**src/design/led_cmd_port_defs.vh**
```
// constants for the serial command port of the two-channel led driver
`ifndef LED_CMD_PORT_DEFS_VH
`define LED_CMD_PORT_DEFS_VH

// register byte offsets on the axi4-lite slave
`define REG_STATUS        8'h00
`define REG_IRQ_STATUS    8'h04
`define REG_IRQ_ENABLE    8'h08
`define REG_IRQ_CLEAR     8'h0C
`define REG_LAST_BITS     8'h10

// status register fields
`define ST_FREQ_LO        0
`define ST_FREQ_HI        1
`define ST_POWER_GOOD     2
`define ST_OVER_TEMP      3
`define ST_CH1_DISABLED   4
`define ST_PATTERN_VALID  5
`define ST_PATTERN_LO     8
`define ST_PATTERN_HI     11

// interrupt event bits, same layout in status, enable and clear
`define IRQ_WIDTH         5
`define IRQ_CMD_ACCEPTED  0
`define IRQ_CMD_REFUSED   1
`define IRQ_POWER_GOOD    2
`define IRQ_OVER_TEMP     3
`define IRQ_PATTERN_SET   4

// sixteen-bit command codes, first bit received is the msb
`define CMD_FREQ_RESUME   16'hF777
`define CMD_FREQ_DOWN20   16'hF111
`define CMD_FREQ_DOWN40   16'hF333
`define CMD_CH1_DISABLE   16'hF555

// switching frequency setting codes
`define FREQ_NOMINAL      2'h0
`define FREQ_DOWN20       2'h1
`define FREQ_DOWN40       2'h2

// reset values
`define FREQ_RST          2'h0
`define IRQ_ENABLE_RST    5'h00
`define LAST_BITS_RST     16'h0000

// axi responses
`define RESP_OKAY         2'h0
`define RESP_DECERR       2'h3

`endif

```
**src/design/cmd_shift_decoder.v**
```verilog
// sixteen-bit serial shift register and command matcher
`timescale 1ns/10ps
`default_nettype none
`include "led_cmd_port_defs.vh"

module cmd_shift_decoder
(
  input  wire        aclk,
  input  wire        clear,
  input  wire        shift_en,
  input  wire        bit_in,
  output reg  [15:0] last_bits,
  output reg         hit_resume,
  output reg         hit_down20,
  output reg         hit_down40,
  output reg         hit_ch1_off
);

  wire [15:0] bits_next;

  // oldest bit walks toward the msb, so the first bit sent ends leftmost
  assign bits_next = {last_bits[14:0], bit_in};

  always @(posedge aclk)
  begin
    if (clear)
    begin
      last_bits   <= `LAST_BITS_RST;
      hit_resume  <= 1'b0;
      hit_down20  <= 1'b0;
      hit_down40  <= 1'b0;
      hit_ch1_off <= 1'b0;
    end
    else
    begin
      hit_resume  <= shift_en && (bits_next == `CMD_FREQ_RESUME);
      hit_down20  <= shift_en && (bits_next == `CMD_FREQ_DOWN20);
      hit_down40  <= shift_en && (bits_next == `CMD_FREQ_DOWN40);
      hit_ch1_off <= shift_en && (bits_next == `CMD_CH1_DISABLE);
      if (shift_en)
      begin
        last_bits <= bits_next;
      end
    end
  end

endmodule // cmd_shift_decoder

`default_nettype wire

```
**src/design/led_cmd_port.v**
```verilog
// serial command port of the led driver with axi4-lite status and interrupts
`timescale 1ns/10ps
`default_nettype none
`include "led_cmd_port_defs.vh"

module led_cmd_port
(
  input  wire        aclk,
  input  wire        aresetn,
  // axi4-lite slave
  input  wire [7:0]  s_axi_awaddr,
  input  wire        s_axi_awvalid,
  output wire        s_axi_awready,
  input  wire [31:0] s_axi_wdata,
  input  wire [3:0]  s_axi_wstrb,
  input  wire        s_axi_wvalid,
  output wire        s_axi_wready,
  output reg  [1:0]  s_axi_bresp,
  output reg         s_axi_bvalid,
  input  wire        s_axi_bready,
  input  wire [7:0]  s_axi_araddr,
  input  wire        s_axi_arvalid,
  output wire        s_axi_arready,
  output reg  [31:0] s_axi_rdata,
  output reg  [1:0]  s_axi_rresp,
  output reg         s_axi_rvalid,
  input  wire        s_axi_rready,
  // pins and analog indications
  input  wire        dim_channel1_clock,
  input  wire        serial_io_pin_i,
  output wire        serial_io_pin_o,
  output wire        serial_io_pin_oe,
  input  wire        enable_pin,
  input  wire        feedback_pin_pg,
  input  wire        temp_trip_hot,
  input  wire        temp_below_release,
  input  wire        thermal_shutdown,
  input  wire        fault_report_valid,
  input  wire [3:0]  fault_report_code,
  // outputs to the power stage
  output reg  [1:0]  switching_frequency,
  output reg         ch1_enabled,
  output reg         ch1_current_on,
  output wire        irq
);

  // two-flop synchronisers for the pin inputs; fault_report_valid and fault_report_code are used without one
  reg  [1:0] dim_sync_reg;
  reg        dim_prev_reg;
  reg  [1:0] sio_sync_reg;
  reg  [1:0] en_sync_reg;
  reg  [1:0] fb_sync_reg;
  reg  [1:0] hot_sync_reg;
  reg  [1:0] cool_sync_reg;
  reg  [1:0] sd_sync_reg;

  always @(posedge aclk)
  begin
    if (!aresetn)
    begin
      dim_sync_reg  <= 2'h0;
      dim_prev_reg  <= 1'b0;
      sio_sync_reg  <= 2'h3;
      en_sync_reg   <= 2'h0;
      fb_sync_reg   <= 2'h0;
      hot_sync_reg  <= 2'h0;
      cool_sync_reg <= 2'h0;
      sd_sync_reg   <= 2'h0;
    end
    else
    begin
      dim_sync_reg  <= {dim_sync_reg[0], dim_channel1_clock};
      dim_prev_reg  <= dim_sync_reg[1];
      sio_sync_reg  <= {sio_sync_reg[0], serial_io_pin_i};
      en_sync_reg   <= {en_sync_reg[0], enable_pin};
      fb_sync_reg   <= {fb_sync_reg[0], feedback_pin_pg};
      hot_sync_reg  <= {hot_sync_reg[0], temp_trip_hot};
      cool_sync_reg <= {cool_sync_reg[0], temp_below_release};
      sd_sync_reg   <= {sd_sync_reg[0], thermal_shutdown};
    end
  end

  wire dim_s   = dim_sync_reg[1];
  wire sio_s   = sio_sync_reg[1];
  wire en_s    = en_sync_reg[1];
  wire sd_s    = sd_sync_reg[1];
  // a steady dim level yields no edge and so no transfer
  wire dim_fall = dim_prev_reg & ~dim_s;

  // enable low acts like a reset of the command state
  wire func_rst = ~aresetn | ~en_s | sd_s;

  reg        pg_reg;
  reg        ot_reg;
  reg        pat_valid_reg;
  reg  [3:0] pat_code_reg;
  reg  [1:0] pat_ptr_reg;

  // power-good is held once reached, until the part is shut down
  always @(posedge aclk)
  begin
    if (func_rst)
    begin
      pg_reg <= 1'b0;
    end
    else if (fb_sync_reg[1])
    begin
      pg_reg <= 1'b1;
    end
  end

  // hysteresis between the trip and release comparators
  always @(posedge aclk)
  begin
    if (!aresetn)
    begin
      ot_reg <= 1'b0;
    end
    else if (hot_sync_reg[1])
    begin
      ot_reg <= 1'b1;
    end
    else if (cool_sync_reg[1])
    begin
      ot_reg <= 1'b0;
    end
  end

  // stored fault pattern, played out msb first, one bit per dim falling edge
  always @(posedge aclk)
  begin
    if (func_rst || ot_reg)
    begin
      pat_valid_reg <= 1'b0;
      pat_code_reg  <= 4'h0;
      pat_ptr_reg   <= 2'h0;
    end
    else
    begin
      if (fault_report_valid)
      begin
        pat_valid_reg <= 1'b1;
        pat_code_reg  <= fault_report_code;
        pat_ptr_reg   <= 2'h0;
      end
      else if (pat_valid_reg && dim_fall)
      begin
        pat_ptr_reg <= pat_ptr_reg + 2'h1;
      end
    end
  end

  wire pat_bit = pat_code_reg[2'h3 - pat_ptr_reg];

  // open drain: only ever drives low; over-temperature overrides the pattern
  assign serial_io_pin_o  = 1'b0;
  assign serial_io_pin_oe = ~pg_reg | ot_reg | (pat_valid_reg & ~pat_bit);

  // command receiver
  wire [15:0] last_bits;
  wire        hit_resume;
  wire        hit_down20;
  wire        hit_down40;
  wire        hit_ch1_off;

  cmd_shift_decoder u_decoder
  (
    .aclk        (aclk),
    .clear       (func_rst),
    .shift_en    (dim_fall),
    .bit_in      (sio_s),
    .last_bits   (last_bits),
    .hit_resume  (hit_resume),
    .hit_down20  (hit_down20),
    .hit_down40  (hit_down40),
    .hit_ch1_off (hit_ch1_off)
  );

  wire any_hit  = hit_resume | hit_down20 | hit_down40 | hit_ch1_off;
  wire accept   = pg_reg & ~ot_reg & ~pat_valid_reg;
  wire cmd_ok   = any_hit & accept;
  wire cmd_bad  = any_hit & ~accept;

  always @(posedge aclk)
  begin
    if (func_rst)
    begin
      switching_frequency <= `FREQ_RST;
      ch1_enabled         <= 1'b1;
    end
    else if (accept)
    begin
      if (hit_resume)
        switching_frequency <= `FREQ_NOMINAL;
      else if (hit_down20)
        switching_frequency <= `FREQ_DOWN20;
      else if (hit_down40)
        switching_frequency <= `FREQ_DOWN40;
      if (hit_ch1_off)
        ch1_enabled <= 1'b0;
    end
  end

  // once disabled, dim only clocks the serial pin and no longer gates current
  always @(posedge aclk)
  begin
    if (!aresetn)
      ch1_current_on <= 1'b0;
    else
      ch1_current_on <= dim_s & ch1_enabled & en_s;
  end

  // interrupt events
  reg                   pg_prev_reg;
  reg                   ot_prev_reg;
  reg                   pat_prev_reg;
  reg  [`IRQ_WIDTH-1:0] irq_status_reg;
  reg  [`IRQ_WIDTH-1:0] irq_enable_reg;
  wire [`IRQ_WIDTH-1:0] irq_event;
  wire [`IRQ_WIDTH-1:0] irq_clear;

  always @(posedge aclk)
  begin
    if (!aresetn)
    begin
      pg_prev_reg  <= 1'b0;
      ot_prev_reg  <= 1'b0;
      pat_prev_reg <= 1'b0;
    end
    else
    begin
      pg_prev_reg  <= pg_reg;
      ot_prev_reg  <= ot_reg;
      pat_prev_reg <= pat_valid_reg;
    end
  end

  assign irq_event[`IRQ_CMD_ACCEPTED] = cmd_ok;
  assign irq_event[`IRQ_CMD_REFUSED]  = cmd_bad;
  assign irq_event[`IRQ_POWER_GOOD]   = pg_reg & ~pg_prev_reg;
  assign irq_event[`IRQ_OVER_TEMP]    = ot_reg & ~ot_prev_reg;
  assign irq_event[`IRQ_PATTERN_SET]  = pat_valid_reg & ~pat_prev_reg;

  // a new event in the cycle of its clear keeps the bit set
  genvar gi;
  generate
    for (gi = 0; gi < `IRQ_WIDTH; gi = gi + 1)
    begin : g_irq
      always @(posedge aclk)
      begin
        if (!aresetn)
          irq_status_reg[gi] <= 1'b0;
        else if (irq_event[gi])
          irq_status_reg[gi] <= 1'b1;
        else if (irq_clear[gi])
          irq_status_reg[gi] <= 1'b0;
      end
    end
  endgenerate

  assign irq = |(irq_status_reg & irq_enable_reg);

  // axi4-lite write path: address and data may arrive in either order
  reg        aw_have_reg;
  reg  [7:0] aw_addr_reg;
  reg        w_have_reg;
  reg  [31:0] w_data_reg;
  reg  [3:0] w_strb_reg;

  assign s_axi_awready = ~aw_have_reg & ~s_axi_bvalid;
  assign s_axi_wready  = ~w_have_reg & ~s_axi_bvalid;

  wire do_write  = aw_have_reg & w_have_reg & ~s_axi_bvalid;
  wire wr_enable = do_write & (aw_addr_reg[7:2] == `REG_IRQ_ENABLE >> 2);
  wire wr_clear  = do_write & (aw_addr_reg[7:2] == `REG_IRQ_CLEAR >> 2);
  wire wr_mapped = (aw_addr_reg[7:2] == `REG_STATUS >> 2)
                 | (aw_addr_reg[7:2] == `REG_IRQ_STATUS >> 2)
                 | (aw_addr_reg[7:2] == `REG_IRQ_ENABLE >> 2)
                 | (aw_addr_reg[7:2] == `REG_IRQ_CLEAR >> 2)
                 | (aw_addr_reg[7:2] == `REG_LAST_BITS >> 2);

  assign irq_clear = (wr_clear & w_strb_reg[0]) ? w_data_reg[`IRQ_WIDTH-1:0]
                                                : {`IRQ_WIDTH{1'b0}};

  always @(posedge aclk)
  begin
    if (!aresetn)
    begin
      aw_have_reg    <= 1'b0;
      aw_addr_reg    <= 8'h00;
      w_have_reg     <= 1'b0;
      w_data_reg     <= 32'h00000000;
      w_strb_reg     <= 4'h0;
      s_axi_bvalid   <= 1'b0;
      s_axi_bresp    <= `RESP_OKAY;
      irq_enable_reg <= `IRQ_ENABLE_RST;
    end
    else
    begin
      if (s_axi_awvalid && s_axi_awready)
      begin
        aw_have_reg <= 1'b1;
        aw_addr_reg <= s_axi_awaddr;
      end
      if (s_axi_wvalid && s_axi_wready)
      begin
        w_have_reg <= 1'b1;
        w_data_reg <= s_axi_wdata;
        w_strb_reg <= s_axi_wstrb;
      end
      if (do_write)
      begin
        aw_have_reg  <= 1'b0;
        w_have_reg   <= 1'b0;
        s_axi_bvalid <= 1'b1;
        s_axi_bresp  <= wr_mapped ? `RESP_OKAY : `RESP_DECERR;
      end
      else if (s_axi_bvalid && s_axi_bready)
      begin
        s_axi_bvalid <= 1'b0;
      end
      if (wr_enable && w_strb_reg[0])
      begin
        irq_enable_reg <= w_data_reg[`IRQ_WIDTH-1:0];
      end
    end
  end

  // axi4-lite read path, one cycle from address to data
  reg [31:0] status_word;

  always @*
  begin
    status_word = 32'h00000000;
    status_word[`ST_FREQ_HI:`ST_FREQ_LO]       = switching_frequency;
    status_word[`ST_POWER_GOOD]                = pg_reg;
    status_word[`ST_OVER_TEMP]                 = ot_reg;
    status_word[`ST_CH1_DISABLED]              = ~ch1_enabled;
    status_word[`ST_PATTERN_VALID]             = pat_valid_reg;
    status_word[`ST_PATTERN_HI:`ST_PATTERN_LO] = pat_code_reg;
  end

  assign s_axi_arready = ~s_axi_rvalid;

  always @(posedge aclk)
  begin
    if (!aresetn)
    begin
      s_axi_rvalid <= 1'b0;
      s_axi_rdata  <= 32'h00000000;
      s_axi_rresp  <= `RESP_OKAY;
    end
    else if (s_axi_arvalid && s_axi_arready)
    begin
      s_axi_rvalid <= 1'b1;
      s_axi_rresp  <= `RESP_OKAY;
      // write-only clear register reads as zero
      case (s_axi_araddr[7:2])
        `REG_STATUS >> 2:     s_axi_rdata <= status_word;
        `REG_IRQ_STATUS >> 2: s_axi_rdata <= {27'h0000000, irq_status_reg};
        `REG_IRQ_ENABLE >> 2: s_axi_rdata <= {27'h0000000, irq_enable_reg};
        `REG_IRQ_CLEAR >> 2:  s_axi_rdata <= 32'h00000000;
        `REG_LAST_BITS >> 2:  s_axi_rdata <= {16'h0000, last_bits};
        default:
        begin
          s_axi_rdata <= 32'h00000000;
          s_axi_rresp <= `RESP_DECERR;
        end
      endcase
    end
    else if (s_axi_rvalid && s_axi_rready)
    begin
      s_axi_rvalid <= 1'b0;
    end
  end

endmodule // led_cmd_port

`default_nettype wire

```
**config.mk**
```make
export PLATFORM = sky130hd
export DESIGN_NAME = led_cmd_port
export DESIGN_NICKNAME = d
export VERILOG_FILES = /design/src/design/cmd_shift_decoder.v /design/src/design/led_cmd_port.v
export VERILOG_INCLUDE_DIRS = /design/src /design/src/design
export SDC_FILE = /design/constraint.sdc
export NUM_CORES = 1
export LEC_CHECK = 0
export ABC_AREA = 1
export BUFFER_PORTS_ARGS = -buffer_cell sky130_fd_sc_hd__buf_4
export CAP_MARGIN = 20
export CORE_ASPECT_RATIO = 0.7
export CORE_MARGIN = 2
export CORE_UTILIZATION = 55
export CTS_CLUSTER_SIZE = 8
export DETAILED_ROUTE_END_ITERATION = 7
export PLACE_DENSITY_LB_ADDON = 0.05
export SLEW_MARGIN = 10
export SYNTH_ARGS = -nofsm -noshare
export SYNTH_HDL_FRONTEND = slang
export SYNTH_SLANG_ARGS = --single-unit
```
**constraint.sdc**
```tcl
create_clock -name aclk -period 2.85 [get_ports aclk]
set_clock_uncertainty 0.15 [all_clocks]
set_input_delay 0.285 -clock aclk [delete_from_list [all_inputs] [get_ports aclk]]
set_output_delay 0.285 -clock aclk [all_outputs]
set_load 0.01 [all_outputs]
```
==> reports/results.ini <==
[sta]
maxSlewHeadroom=0.5200
fmax_mhz=522.3
rsz0062_at_grt=false
period_share=0.6718
tns_ns=0
finalHoldViolCount=0
tightest_slew_ns=0.7193
finalSetupViolCount=0
final_max_slew_viol_count=0
whs_ns=0.009838
min_period_ns=1.915

[power]
power.density_nw_per_um2=555.8
finalPower_w=0.002602
power_switching_w=0.0006231
irDropWorstVdd_uv=443.8
p_sw_frac=0.2395
power.internal_w=0.001978
power_frac_seq=0.537
p_clk_frac=0.374
p_leak_nw=2.024
pwr-share-comb=0.089

[flow_run]
drv_cap=0

[detailed_routing]
post_drt_wl_per_cell_um=12.67
ant_nets=0
dr_total_vias=3407
firstDrtPassIters=4
remaining_drc_errors=0
totalWireLength_um=8651
vias_per_cell=4.988
drt_iter0_drc=241

[cts]
postCtsSetupRepairBufs=0
clock_latency_ns=0.36
clock-sinks=95
path_clk_slew_ns=0.09
root_buffer=clkbuf_8
clockBufferDepth=2
htree_num_levels=3
cts_buffers=9
cts_tree=yes

[outcome]
status=finished clean

[placement]
place.gp.congestion=0.8802
placedCellCount=660
io_buffers=67
dp_hpwl_um=6320

[logic_synthesis]
async_reset_ff_frac=0
synthCells=513
ys_seq_area_frac=0.4883
synth-edff-count=0
yosys.cell_count.top_type=nand2_1
synth.ff_latch_count=95
syn-cell-area_um2=3895
synth_area_leaders=dfxtp_1 (49%), nand2_1 (9.4%), nor2_1 (6.6%)
synthTopCellsByCount=nand2_1 (98), dfxtp_1 (95), nor2_1 (69)
synth_top_area_frac=0.4883
synth_top_cell_by_area=dfxtp_1
ys_types=34
ys.flop_type=dfxtp_1
ys.warnings.count=0
synth.avg_cell_area_um2=7.593

[floorplan]
io-pin-count=119
num_rows=25
initial_core_util=0.5712
die_area_um2=7781
die_w_um=104.6
die_h_um=74.41
core_area_um2=6819

[critical_path]
required_ns=3.00
path_cells=inv_1 > nand2_1 > inv_1 > o21ai_0 > a21oi_1
path_max_fanout=25
worst_path_most_repeated_cell=inv_1
max_stage_delay_ns=0.66
slowest_stage=inv_1
start_kind=flip-flop
end_kind=flip-flop
critPathKind=flip-flop to flip-flop
critPathArrivalTime_ns=2.06

[finish]
layout.cells.non_filler=683
drive_gt1_frac=0.1749
fin_nets=656
synthToLayoutAreaGrowth_pct=20.17
fin_util=0.6864
n_antenna_cell=0

[grt]
antenna_found_initial=0
grt_first_pass_wirelength_um=14260
groute.usage.overall=0.2357
grt_max_degree=31
grt_pass1_vias=3022
grt_remaining_overflow=0

[hold_path]
hold_path_class=input pin to flip-flop

-- cell type report --
class,instances,area [um^2]
sequential,95,1902
inverter,66,249.0
multi-input combinational,335,1588
clock inverter,5,81.33
timing repair buffer,78,605.6
tap,94,117.6
fill,584,2138
clock buffer,10,137.6
-- logic make-up (layout without fill, tap and decap cells) --
family,count (synthesis),after routing,synth area share
AND/OR/NAND/NOR,215,215,0.2477
AO/OA/AOI/OAI,102,102,0.1413
buffers and inverters,99,159,0.1195
other,1,17,0.0009628
flip-flops,95,95,0.4883
XOR/XNOR,1,1,0.002249
-- power by group through the flow --
stage | Sequential [W] | Clock (W) | Combinational, W
final | 0.00140 | 0.000974 | 0.000231
after global routing | 0.00140 | 0.00105 | 0.000259
after detailed placement | 0.00143 | 0 | 0.000221
after global placement | 0.00143 | 0 | 0.000215
after CTS | 0.00140 | 0.000986 | 0.000231
after floorplan | 0.00142 | 0 | 0.000148
-- critical path: cells and delay by family, from the launching register on --
kind / cells / cell delay, ns
AND/OR/NAND/NOR: 1 / 0.29
AO/OA/AOI/OAI: 2 / 0.33
flip-flops: 1 / 0.32
buffers and inverters: 2 / 0.75
-- timing repair --
item,CTS,global route
endpoints found under the hold margin,8,0
hold buffers,8,0
gates resized for setup,0,0
-- through the flow --
stage               area, um^2  worst slack (ns)
floorplan                 3955             1.525
global placement          4382             1.055
detailed placement        4382            0.9722
CTS                       4681            0.9427
global route              4681            0.7879
finish                    4681            0.9355
-- metal layers --
metal | wire length [um] | track usage | vias to the layer above
met1 | 4285 | 0.3290 | 1521
li1 | - | - | 1759
met4 | 95 | 0.07111 | 0
met3 | 587 | 0.05434 | 9
met2 | 3682 | 0.3711 | 118
met5 | 0 | 0 | -
-- placed cells by master (no fill, tap or decap), types with 3 or more instances in the layout --
cell type	n
nand3_1	15
nand2_1	98
buf_4	70
dlygate4sd3_1	8
nand4_1	17
conb_1	17
nor2_1	69
inv_1	63
a21oi_2	5
a21oi_1	44
o22ai_1	3
nor2_4	4
or2_2	3
clkbuf_8	10
o21ai_0	42
dfxtp_1	95
-- path summary, 6_finish.rpt --
kind / end / depth (start not counted) / slack [ns] / startpoint
max reg2reg: s_axi_rdata[14] / 5 / 0.94 / s_axi_rvalid
min reg2reg: irq_status_reg[4] / 1 / 0.27 / pat_prev_reg
min: pat_code_reg[1] / 3 / 0.01 / fault_report_code[1]
max: s_axi_rdata[14] / 5 / 0.94 / s_axi_rvalid
(Power assumes the default switching activity.)
